### config.mk
export PLATFORM = sky130hd
export DESIGN_NAME = law_xlate
export DESIGN_NICKNAME = d
export VERILOG_FILES = /design/src/tdm_xlate_pkg.sv /design/src/law_xlate.sv
export SDC_FILE = /design/constraint.sdc
export NUM_CORES = 1
export LEC_CHECK = 0
export ABC_CLOCK_PERIOD_IN_PS = 21500
export BUFFER_PORTS_ARGS = -buffer_cell sky130_fd_sc_hd__clkbuf_2
export CAP_MARGIN = 15
export CORE_ASPECT_RATIO = 2
export CORE_MARGIN = 2
export CORE_UTILIZATION = 60
export DETAILED_ROUTE_END_ITERATION = 6
export GPL_ROUTABILITY_DRIVEN = 0
export PLACE_DENSITY_LB_ADDON = 0.08
export SETUP_SLACK_MARGIN = 0.4
export SYNTH_ARGS = -nofsm -noshare
export SYNTH_HDL_FRONTEND = slang
export SYNTH_SLANG_ARGS = --single-unit
### constraint.sdc
create_clock -name vclk -period 21.5
set_clock_uncertainty 0.15 [all_clocks]
set_input_delay 4.3 -clock vclk [all_inputs]
set_output_delay 4.3 -clock vclk [all_outputs]
set_load 0.02 [all_outputs]
### src/tdm_xlate_pkg.sv
// shared constants, register map and carrier types for the stream test block
// assumes a 16-bit synchronous host port and byte-wide channel carriers
package tdm_xlate_pkg;
  // ********************
  // sizes
  // ********************
  localparam int NUM_STREAMS = 32;
  localparam int PRBS_LEN    = 15;
  localparam int ERR_W       = 16;
  localparam int QF_W        = 3;
  localparam int QUAD_SHIFT  = 3;
  // ********************
  // register map (word addresses)
  // ********************
  localparam logic [13:0] ADDR_MODE       = 14'h0001;
  localparam logic [13:0] ADDR_QUAD_BASE  = 14'h0120;
  localparam logic [13:0] ADDR_CTRL_BASE  = 14'h0300;
  localparam logic [13:0] ADDR_START_BASE = 14'h0320;
  localparam logic [13:0] ADDR_LEN_BASE   = 14'h0340;
  localparam logic [13:0] ADDR_ERR_BASE   = 14'h0360;
  localparam int MODE_CHK_BIT = 5;
  localparam int MODE_GEN_BIT = 4;
  localparam int CTRL_CLR_BIT = 1;
  localparam int CTRL_EN_BIT  = 0;
  localparam int QF_EN  = 2;
  localparam int QF_MSB = 1;
  localparam int QF_VAL = 0;
  // ********************
  // values
  // ********************
  localparam logic [1:0]  PCC_PATTERN = 2'h2;
  localparam logic [15:0] ERR_MAX     = 16'hffff;
  localparam logic [14:0] PRBS_SEED   = 15'h7fff;
  localparam logic [1:0]  LAW_A       = 2'h0;
  localparam logic [1:0]  LAW_MU      = 2'h1;
  localparam logic [1:0]  LAW_A_RAW   = 2'h2;
  localparam logic [1:0]  LAW_MU_RAW  = 2'h3;
  localparam logic [7:0]  EVEN_MASK   = 8'h55;
  localparam logic [7:0]  ODD_MASK    = 8'haa;
  localparam logic [7:0]  ALL_MASK    = 8'hff;
  localparam logic [7:0]  SIGN_MASK   = 8'h80;
  localparam logic [7:0]  MAG_MASK    = 8'h7f;
  localparam logic [15:0] MU_BIAS     = 16'h0084;
  localparam logic [15:0] MU_CLIP     = 16'h1fdf;
  localparam logic [15:0] MU_ADD      = 16'h0021;
  localparam logic [15:0] MU_TOP      = 16'h1fff;
  localparam logic [15:0] A_BIAS0     = 16'h0008;
  localparam logic [15:0] A_BIAS1     = 16'h0108;
  // ********************
  // carriers
  // ********************
  typedef struct packed {
    logic [4:0] stream;
    logic [7:0] chan;
    logic [1:0] rate;
    logic [7:0] data;
  } rx_chan_t;
  typedef struct packed {
    logic [4:0] stream;
    logic       message_mode_bit;
    logic [1:0] per_channel_control;
    logic       data_class;
    logic [1:0] input_law_select;
    logic [1:0] output_law_select;
    logic [7:0] data;
  } tx_chan_t;
endpackage

### src/law_xlate.sv
// per-channel coding law translation, combinational
// assumes law codes and class bit come from the high connection word
`timescale 1ns/10ps
module law_xlate (
  // selection
  input  wire logic       i_data_class,
  input  wire logic [1:0] i_in_law,
  input  wire logic [1:0] i_out_law,
  // byte
  input  wire logic [7:0] i_data,
  output logic      [7:0] o_data
);
  import tdm_xlate_pkg::*;

  function automatic logic [7:0] data_mask(input logic [1:0] c);
    case (c)
      2'h0:    data_mask = 8'h00;
      2'h1:    data_mask = EVEN_MASK;
      2'h2:    data_mask = ODD_MASK;
      default: data_mask = ALL_MASK;
    endcase
  endfunction

  // canonical form: a-law with even bits restored, mu-law fully restored
  function automatic logic [7:0] canon(input logic [1:0] law, input logic [7:0] c);
    case (law)
      LAW_A:   canon = c ^ EVEN_MASK;
      LAW_MU:  canon = ~c;
      // RULE_16 magnitude left as sent
      LAW_MU_RAW: canon = c ^ SIGN_MASK;
      default: canon = c;
    endcase
  endfunction

  function automatic logic [7:0] mu_enc(input logic neg, input logic [15:0] mag);
    logic [15:0] p;
    logic [2:0]  seg;
    p = {2'h0, mag[15:2]};
    if (p > MU_CLIP) p = MU_CLIP;
    p = p + MU_ADD;
    if (p > MU_TOP) p = MU_TOP;
    seg = 3'h0;
    for (int i = 6; i < 13; i++) if (p[i]) seg = 3'(i - 5);
    mu_enc = {neg, seg, 4'(p >> (4'(seg) + 4'h1))};
  endfunction

  function automatic logic [7:0] a_enc(input logic neg, input logic [15:0] mag);
    logic [15:0] p;
    logic [2:0]  seg;
    p = {3'h0, mag[15:3]};
    seg = 3'h0;
    for (int i = 5; i < 12; i++) if (p[i]) seg = 3'(i - 4);
    a_enc = {~neg, seg, (seg < 3'h2) ? p[4:1] : 4'(p >> seg)};
  endfunction

  logic [7:0]  c_in;
  logic        neg;
  logic [15:0] mag;

  // ********************
  // translation
  // ********************
  always_comb begin
    c_in = canon(i_in_law, i_data);
    neg  = i_in_law[0] ? c_in[7] : ~c_in[7];
    if (i_in_law[0]) begin
      mag = ((16'({c_in[3:0], 3'h0}) + MU_BIAS) << c_in[6:4]) - MU_BIAS;
    end else if (c_in[6:4] == 3'h0) begin
      mag = 16'({c_in[3:0], 4'h0}) + A_BIAS0;
    end else begin
      mag = (16'({c_in[3:0], 4'h0}) + A_BIAS1) << (c_in[6:4] - 3'h1);
    end
    // RULE_17 data class masks
    if (i_data_class) begin
      o_data = i_data ^ data_mask(i_in_law) ^ data_mask(i_out_law);
    // RULE_18 equal laws pass
    end else if (i_in_law == i_out_law) begin
      o_data = i_data;
    // RULE_15 convert via linear
    end else if (i_out_law[0]) begin
      o_data = canon(i_out_law, mu_enc(neg, mag));
    end else begin
      o_data = canon(i_out_law, a_enc(neg, mag));
    end
  end
endmodule

; Yosys cells after proc, flatten, opt, wreduce, memory -nomap -nowiden
; Index checks and enable logic that the tools add are counted.
[word_totals]
regBits = 0
out_inout_bits = 8
wordCells = 77
[op_classes]
addsub = 7
n_reduce_logical = 3
n_eq_ne = 7
shift = 4
n_bitwise = 11
n_mux = 42
n_lt_le_gt_ge = 3
[ops]
columns = op, n
row1 = $mux W16, 9
row2 = $pmux W8 S3, 5
row3 = $mux W3, 18
row4 = $mux W8, 5
row5 = $not A8 Y8, 3
row6 = $add A16 B6 Y16 const B, 1
row7 = $gt A16 B13 Y1 const B, 1
row8 = $shl A10 B3 Y16, 1
row9 = $shl A9 B3 Y16, 1
row10 = $shr A16 B4 Y4, 1
row11 = $sub A16 B8 Y16 const B, 1
row12 = $xor A8 B8 Y8, 2
row13 = $gt A14 B13 Y1 const B, 1
row14 = $mux W14, 1
row15 = $shr A13 B3 Y4, 1
row16 = $not A4 Y4, 3
row17 = $add A8 B9 Y10 const B, 1
row18 = $add A7 B8 Y9 const B, 1
row19 = $add A8 B4 Y9 const B, 1
row20 = $eq A2 B2 Y1 const B, 4
row21 = $add A3 B1 Y4 const B, 1
row22 = $eq A2 B1 Y1 const B, 2
row23 = $logic_not A2 Y1, 2
row24 = $mux W4, 1
row25 = 6 further kinds, 10

; Logic depth before layout (Yosys ltp)
; Gate-level depths: netlist of run 1.
[logic_depth]
word_depth = 34
depth_mapped = 31
ltp_nobuf = 26

; Worst setup path before layout of run 1
; Ideal clock, no wire load.
[synth_timing]
path_type = input-to-output
start = input port i_in_law[1]
end = output port o_data[1]
setup_slack_ps = 6171
path_buffers = 6
t_arrival_ps = 10879
stages = 31
t_required_ps = 17050
path_cell_list = buf_6 buf_2 clkbuf_1 clkbuf_1 buf_1 xnor2_1 inv_1 ha_1 ha_1 inv_1 nand2_1 nor3b_1 and4_4 or3_4 a32oi_2 clkbuf_1 nand2_1 ha_1 o31ai_1 a21oi_1 a22oi_1 o31ai_1 or4_1 a211o_1 a41o_1 a311oi_1 nor3b_1 a221oi_2 mux2i_1 or3_1 nor3_2
[synth_between]
elab_chain_cells = 34
word_cells_on_any_way = 63
classes_between = 7 x add/sub / 3 x order compare / 4 x eq/ne / 4 x shift / 39 x mux / 4 x bitwise / 2 x reduce/logical
[synth_lines]
columns = item, line_no
row1 = from (decl), law_xlate.sv:7  ; input wire logic [1:0] i_in_law,
row2 = $eq A2 B2 Y1 (tied with other cells), law_xlate.sv:26  ; case (law)
row3 = $pmux W8 S3, law_xlate.sv:26
row4 = $add A7 B8 Y9 (tied with other cells), law_xlate.sv:67  ; mag = ((16'({c_in[3:0], 3'h0}) + MU_BIAS) << c_in[6:4]) - MU_BIAS;
row5 = $shl A9 B3 Y16 or $shl A10 B3 Y16 (tied branches), "law_xlate.sv:67, law_xlate.sv:71"
row6 = $sub A16 B8 Y16 or $mux W16 (tied branches), "law_xlate.sv:67, law_xlate.sv:68"
row7 = $mux W16, law_xlate.sv:66  ; if (i_in_law[0]) begin
row8 = $gt A14 B13 Y1, law_xlate.sv:39  ; if (p > MU_CLIP) p = MU_CLIP;
row9 = $mux W14, law_xlate.sv:39
row10 = (+18 left out), n/a
row11 = $mux W3, law_xlate.sv:74  ; if (i_data_class) begin
row12 = $add A3 B1 Y4, law_xlate.sv:44  ; mu_enc = {neg, seg, 4'(p >> (4'(seg) + 4'h1))};
row13 = $shr A16 B4 Y4, law_xlate.sv:44
row14 = $not A8 Y8, law_xlate.sv:28  ; LAW_MU: canon = ~c;
row15 = $pmux W8 S3, law_xlate.sv:26
row16 = $mux W8, law_xlate.sv:80  ; end else if (i_out_law[0]) begin
row17 = $mux W8, law_xlate.sv:77  ; end else if (i_in_law == i_out_law) begin
row18 = $mux W8 *, law_xlate.sv:74
row19 = to (decl), law_xlate.sv:11  ; output logic [7:0] o_data
; Every way passes the cells marked *; elsewhere a longest branch is shown, timed or not. The select of a mux whose other input is x is not followed.

; Final worst setup path of run 1
; Ends and elaborated chain as after synthesis.

==> results_dict.tcl, run 1 <==
set metrics [dict create \
    powerDensity_nw_per_um2 66.3 \
    die_area_um2 6490 \
    yosys_warnings 0 \
    final_net_count 527 \
    crit_fanout 56 \
    dieWidth_um 58.0 \
    antennaDiodeCount 0 \
    nClkBuffers 0 \
    grt_pass1_vias 3787 \
    path_buf_inv 4 \
    run_status "finished, final reports clean" \
    utilization_pct 60.8 \
    p_leak_nw 1.33 \
    pre_cts_ws_ps 5310 \
    worst_pin_slew_ps 1080 \
    hold_class "in -> out" \
    cts_resized 0 \
    area_delta_synth_final_pct -1.57 \
    layout_common_cells "nor2_1, nand2_1, o21ai_0" \
    finalPower_w 0.000228 \
    setup_ws_ps 5170 \
    vias 4170 \
    initial_core_util_pct 61.8 \
    synthCells 528 \
    crit_family "simple AND/OR/NAND/NOR gates" \
    arrival_ps 11880 \
    route.detailed.drc 0 \
    hold_slack_ps 8740 \
    grt_start_max_net_pins 57 \
    drt_iter0_drc 342 \
    layout_worst_path_cycle_share_pct 75.9 \
    required_ps 17050 \
    crit_top_cell "ha_1" \
    slowest_delay_ps 790 \
    finalCriticalPeriod_ps 16330 \
    grtUsageTotal_pct 34.8 \
    max_freq_ghz 0.0613 \
    cp-end-kind "output port" \
    crit_type "in -> out" \
    syn_avg_cell_area_um2 6.63 \
    rsz0062_at_grt "no" \
    core_um2 5660 \
    gr-total-overflow 0 \
    seq_cells 0 \
    antenna_found_initial 0 \
    hold_viol_final 0 \
    drv_slew 0 \
    start_kind "input port" \
    seq_area_frac_synth_pct 0 \
    maxCapViolCount 0 \
    holdBufCountCts 0 \
    ir_worst_vdd_uv 54.8 \
    die_h_um 112 \
    drive_gt1_share_pct 10.9 \
    netlist_area_um2 3500 \
    wirelength_um 11400 \
    slowest_stage "clkbuf_2" \
    syn_nets 548 \
    hpwl_um 8690 \
    seqCellArea_um2 0 \
    setup_tns_ps 0 \
    ant_nets 0 \
    postCtsSetupBuffers 0 \
    synth.distinct_cells 86 \
    port_buffers 21 \
    viasPerCell 7.37 \
    num_io_pins 21 \
    rows 39 \
    grt_first_pass_wirelength_um 18400 \
    finalSetupViolations 0 \
    wl_per_cell_um 20.1 \
    drt_pass1_iterations 5 \
    slew_headroom_pct 27.6 \
]
## layer usage
metal / wire [µm] / GRT usage (%) / vias up
met5: 0 / 0 / -
met4: 870 / 21.1 / 0
met3: 462 / 2.09 / 51
met2: 5910 / 62.3 / 171
met1: 4150 / 38.3 / 1954
li1: - / - / 1994
## worst paths after layout
path  slack [ps]  cells after the start        end        start
max         5170                     28  o_data[1]  i_in_law[1]
min         8740                      3  o_data[7]    i_data[7]
## Yosys cell counts, types with 6 or more instances
library cell | n | area (µm²)
and3_1 | 7 | 43.8
o21a_1 | 8 | 60.1
xor2_1 | 8 | 70.1
nor4_1 | 9 | 56.3
buf_6 | 8 | 90.1
nand3_1 | 8 | 40.0
ha_1 | 7 | 87.6
nor2_1 | 48 | 180
nor2b_1 | 8 | 50.1
nor3_1 | 13 | 65.1
a211oi_1 | 16 | 120
o31ai_1 | 7 | 52.6
o22ai_1 | 6 | 37.5
a21o_1 | 8 | 60.1
a211o_1 | 6 | 52.6
clkbuf_1 | 22 | 82.6
a31oi_1 | 15 | 93.8
nor3b_1 | 9 | 67.6
mux2i_1 | 17 | 170
nand2b_1 | 10 | 62.6
or3_1 | 9 | 56.3
nand2_1 | 48 | 180
xnor2_1 | 11 | 96.3
buf_2 | 9 | 45.0
inv_1 | 9 | 33.8
a21oi_1 | 38 | 190
o21ai_0 | 43 | 215
## cell families (layout without fill, tap and decap cells)
logic type | count (synthesis) | after routing | synth area share (%)
AOI/OAI and AO/OA | 213 | 213 | 44.2
and+or+nand+nor | 206 | 206 | 31.5
buffers and inverters | 59 | 36 | 8.69
muxes | 22 | 22 | 7.12
xor gates and xnor gates | 21 | 21 | 6.01
adders and majority gates | 7 | 7 | 2.50
## worst min-delay path, cell delays in order
cell	delay (ps)
clkbuf_2	80
xnor2_1	60
clkbuf_2	150
## through the flow
stage | instances | area, µm²
4_1_cts | 566 | 3440
6_report | 566 | 3440
5_1_grt | 566 | 3440
3_5_place_dp | 566 | 3440
2_1_floorplan | 528 | 3500
3_3_place_gp | 566 | 3440
## final cells by class
class,count,area (µm²)
timing repair buffer,24,128
multi-input combinational,469,3190
fill,573,2220
tap,61,76.3
inverter,12,45.0
## where the power goes
group / switching, W / internal, W / total (W)
clock network: 0 / 0 / 0
registers: 0 / 0 / 0
logic: 0.000143 / 0.0000851 / 0.000228
Power figures use the tool's default switching activity.
==> run 2: changes to the inputs <==
--- a/config.mk
+++ b/config.mk
@@ -5,7 +5,7 @@
 export SDC_FILE = /design/constraint.sdc
 export NUM_CORES = 1
 export LEC_CHECK = 0
-export ABC_CLOCK_PERIOD_IN_PS = 21500
+export ABC_CLOCK_PERIOD_IN_PS = 16000
 export BUFFER_PORTS_ARGS = -buffer_cell sky130_fd_sc_hd__clkbuf_2
 export CAP_MARGIN = 15
 export CORE_ASPECT_RATIO = 2
==> constraint.sdc (replaced) <==
create_clock -name vclk -period 16
set_clock_uncertainty 0.15 [all_clocks]
set_input_delay 3.2 -clock vclk [all_inputs]
set_output_delay 3.2 -clock vclk [all_outputs]
set_load 0.02 [all_outputs]
==> results_dict.tcl, run 2 (same netlist as run 1, synthesis figures left out) <==
set metrics [dict create \
    clkPwrFrac_pct 0 \
    max_freq_ghz 0.0707 \
    cp-startpoint "i_in_law[1]" \
    seq_power_share_pct 0 \
    hold_end "o_data[7]" \
    grt_pass1_vias 3712 \
    postCtsSetupBuffers 0 \
    setup_ws_ps 1850 \
    grt_first_pass_wirelength_um 18100 \
    drt_pass1_iterations 5 \
    crit_top_cell "ha_1" \
    grt_start_max_net_pins 57 \
    dieWidth_um 58.0 \
    min_from "i_data[7]" \
    utilization_pct 60.8 \
    crit_family "simple AND/OR/NAND/NOR gates" \
    ir_worst_vdd_uv 68.8 \
    p_leak_nw 1.33 \
    worst_pin_slew_ps 1070 \
    antenna_found_initial 0 \
    path_buf_inv 4 \
    core_um2 5660 \
    min_path_cells 3 \
    combPwrFrac_pct 100.0 \
    hpwl_um 8590 \
    seq_cells 0 \
    p_sw_w 0.000191 \
    initial_core_util_pct 61.8 \
    ant_nets 0 \
    maxCapViolCount 0 \
    hold_viol_final 0 \
    arrival_ps 10800 \
    slowest_delay_ps 780 \
    dpl.cell_count 566 \
    finalPower_w 0.000305 \
    nClkBuffers 0 \
    crit_fanout 56 \
    start_kind "input port" \
    route.detailed.drc 0 \
    grtUsageTotal_pct 34.3 \
    holdBufCountCts 0 \
    viasPerCell 7.33 \
    wirelength_um 11200 \
    pre_cts_ws_ps 1990 \
    finalSetupViolations 0 \
    run_status "finished, final reports clean" \
    required_ps 12650 \
    layout_common_cells "nor2_1, nand2_1, o21ai_0" \
    nFillCells 548 \
    powerDensity_nw_per_um2 88.7 \
    gr-total-overflow 0 \
    finalCriticalPeriod_ps 14150 \
    area_delta_synth_final_pct -1.57 \
    seqCellArea_um2 0 \
    cts_resized 0 \
    slew_headroom_pct 29.0 \
    antennaDiodeCount 0 \
    crit_type "in -> out" \
    slowest_stage "clkbuf_2" \
    wl_per_cell_um 19.8 \
    hold_class "in -> out" \
    final_cells 566 \
    vias 4148 \
    die_area_um2 6490 \
    rsz0062_at_grt "no" \
    switching_share_pct 62.6 \
    setup_tns_ps 0 \
    layout_worst_path_cycle_share_pct 88.4 \
    drv_slew 0 \
    rows 39 \
    cp-end-kind "output port" \
    port_buffers 21 \
    num_io_pins 21 \
    die_h_um 112 \
    intPower_w 0.000114 \
    drt_iter0_drc 343 \
    drive_gt1_share_pct 10.9 \
    final_net_count 527 \
]
## run 2: cell counts in the layout (fill, tap and decap cells not counted)
No cell type changed its count.
## run 2: cell type report
| class | count | area (µm²) | area share (%) |
|---|---|---|---|
| Timing Repair Buffer | 24 | 128 | 3.71 |
| Multi-Input combinational cell | 469 | 3190 | 92.8 |
| Tap cell | 61 | 76.3 | 2.22 |
| Inverter | 12 | 45.0 | 1.31 |
## run 2: worst max-delay path by stage
stage               slack [ps]  cells after the start   endpoint
finish                    1850                     28  o_data[1]
global route              1380                     28  o_data[1]
CTS                       1990                     28  o_data[1]
detailed placement        1990                     28  o_data[1]
global placement          2310                     28  o_data[1]
floorplan                 2870                     31  o_data[1]
## run 2: tightest hold or removal path, delay by kind of cell
family / cells / cell delay [ps]
buf+inv: 2 / 230
xor+xnor: 1 / 60
## run 2: metrics by stage
| step | area [µm²] | hold slack, ps |
|---|---|---|
| 6_report | 3440 | 6540 |
| 5_1_grt | 3440 | 6570 |
| 4_1_cts | 3440 | 6550 |
| 3_5_place_dp | 3440 | 6550 |
| 3_3_place_gp | 3440 | 6540 |
| 2_1_floorplan | 3500 | 6390 |
## run 2: metal layers
metal  vias to the layer above  routed length, µm  GRT usage [%]
met3                        55                511           1.63
met2                       181               5760           60.7
met5                         -                  0              0
li1                       1989                  -              -
met4                         0                917           22.6
met1                      1923               4000           37.9
## run 2: power groups by stage
stage	Sequential (W)	Clock, W	Combinational [W]
after floorplan	0	0	0.000239
after global placement	0	0	0.000295
after detailed placement	0	0	0.000298
after CTS	0	0	0.000299
after global routing	0	0	0.000331
final	0	0	0.000305
==> run 3: changes to the inputs <==
--- a/config.mk
+++ b/config.mk
@@ -5,6 +5,7 @@
 export SDC_FILE = /design/constraint.sdc
 export NUM_CORES = 1
 export LEC_CHECK = 0
+export ABC_AREA = 1
 export ABC_CLOCK_PERIOD_IN_PS = 16000
 export BUFFER_PORTS_ARGS = -buffer_cell sky130_fd_sc_hd__clkbuf_2
 export CAP_MARGIN = 15
==> results_dict.tcl, run 3 <==
set metrics [dict create \
    synth.mux.area_fraction_pct 0 \
    wirelength_um 8130 \
    crit_top_cell "nand2_1" \
    antennaDiodeCount 0 \
    required_ps 12650 \
    cp-startpoint "i_in_law[0]" \
    wl_per_cell_um 13.8 \
    pre_cts_ws_ps 4930 \
    worst_pin_slew_ps 633 \
    final_cells 588 \
    grt_start_max_net_pins 20 \
    cp-endpoint "o_data[3]" \
    cts_resized 0 \
    port_buffers 21 \
    synthTopCellsByArea "nand2_1, nand3_1, inv_1" \
    p_leak_nw 1.54 \
    viasPerCell 5.80 \
    ant_nets 0 \
    netlist.area_leader.share_pct 27.0 \
    fin_area_um2 2750 \
    synth_top_family_by_area "simple AND/OR/NAND/NOR gates" \
    yosysTopAreaCell "nand2_1" \
    initial_core_util_pct 61.6 \
    syn_avg_cell_area_um2 5.06 \
    slew_headroom_pct 57.8 \
    synthTopCellsByCount "nand2_1, nand3_1, inv_1" \
    gr-total-overflow 0 \
    powerDensity_nw_per_um2 88.2 \
    start_kind "input port" \
    drt_pass1_iterations 5 \
    route.detailed.drc 0 \
    holdBufCountCts 0 \
    grtUsageTotal_pct 33.7 \
    synth_xor_area_share_pct 1.94 \
    slowest_delay_ps 350 \
    die_area_um2 4990 \
    hold_class "in -> out" \
    layout_common_cells "nand2_1, nand3_1, inv_1" \
    finalSetupViolations 0 \
    dpl-instance-area_um2 2750 \
    seqCellArea_um2 0 \
    postCtsSetupBuffers 0 \
    dpl.cell_count 588 \
    cp-end-kind "output port" \
    max_freq_ghz 0.0897 \
    rows 34 \
    slowest_stage "clkbuf_2" \
    ir_worst_vdd_uv 58.0 \
    hold_viol_final 0 \
    synth.distinct_cells 45 \
    vias 3410 \
    finalCriticalPeriod_ps 11150 \
    yosysMostFrequentCell "nand2_1" \
    drive_gt1_share_pct 17.8 \
    hpwl_um 6880 \
    grt_first_pass_wirelength_um 13700 \
    die_h_um 97.9 \
    drv_slew 0 \
    nFillCells 486 \
    yosys.area_share.simple_pct 63.4 \
    crit_fanout 19 \
    arrival_ps 7800 \
    area_delta_synth_final_pct 3.78 \
    layout_worst_path_cycle_share_pct 69.7 \
    netlist_area_um2 2650 \
    synthCells 523 \
    crit_type "in -> out" \
    run_status "finished, final reports clean" \
    setup_ws_ps 4850 \
    dieWidth_um 51.0 \
    yosys_warnings 0 \
    seq_cells 0 \
    core_um2 4300 \
    syn_nets 543 \
    finalPower_w 0.000242 \
    antenna_found_initial 0 \
    num_io_pins 21 \
    grt_pass1_vias 3288 \
    nClkBuffers 0 \
    layout_commonest_cell "nand2_1" \
    drt_iter0_drc 112 \
    seq_area_frac_synth_pct 0 \
    setup_tns_ps 0 \
    rsz0062_at_grt "no" \
    synth-compound-area-share_pct 17.8 \
    maxCapViolCount 0 \
    synthAdderAreaFrac_pct 3.31 \
    final_net_count 556 \
]
run 3: worst min-delay path by stage:
stage                          from         to  slack, ps  cells past startpoint
after floorplan           i_data[7]  o_data[7]       6390                      1
after global placement    i_data[7]  o_data[7]       6540                      3
after detailed placement  i_data[7]  o_data[7]       6540                      3
after CTS                 i_data[7]  o_data[7]       6540                      3
after global routing      i_data[7]  o_data[7]       6550                      3
final                     i_data[7]  o_data[7]       6540                      3
run 3: critical path: cells and delay by family:
| kind | cells | cell delay, ps |
|---|---|---|
| AND/OR/NAND/NOR | 27 | 2480 |
| AO/OA/AOI/OAI | 1 | 60 |
| buffers and inverters | 8 | 1180 |
| XOR/XNOR | 1 | 280 |
| adder cells (fa/ha/maj) | 3 | 600 |
run 3: kinds of logic after synthesis:
logic type,count (synthesis)
AO/OA/AOI/OAI,75
AND/OR/NAND/NOR,353
adder cells (fa/ha/maj),7
XOR/XNOR,5
buffers and inverters,83
run 3: stage by stage:
step | hold slack [ps] | util (%)
2_1_floorplan | 6390 | -
3_3_place_gp | 6540 | 63.9
3_5_place_dp | 6540 | 63.9
4_1_cts | 6540 | 63.9
5_1_grt | 6550 | 63.9
6_report | 6540 | 63.9
run 3: layout make-up:
cell class / instances / area (µm²) / area share, %
Timing Repair Buffer: 21 / 105 / 3.83
Tap cell: 54 / 67.6 / 2.46
Multi-Input combinational cell: 440 / 2290 / 83.3
Inverter: 73 / 287 / 10.4
run 3: power by group:
| group | internal (W) | switching, W |
|---|---|---|
| clock network | 0 | 0 |
| logic | 0.0000740 | 0.000168 |
| registers | 0 | 0 |
run 3: layer usage:
metal  part of all wire [%]  global-route usage (%)  wire (µm)  vias to the layer above
met1                     36                    31.5       2900                     1508
li1                       -                       -          -                     1742
met5                      0                       0          0                        -
met2                     54                    64.9       4410                      109
met3                    2.9                    2.60        232                       51
met4                    7.3                    22.2        591                        0
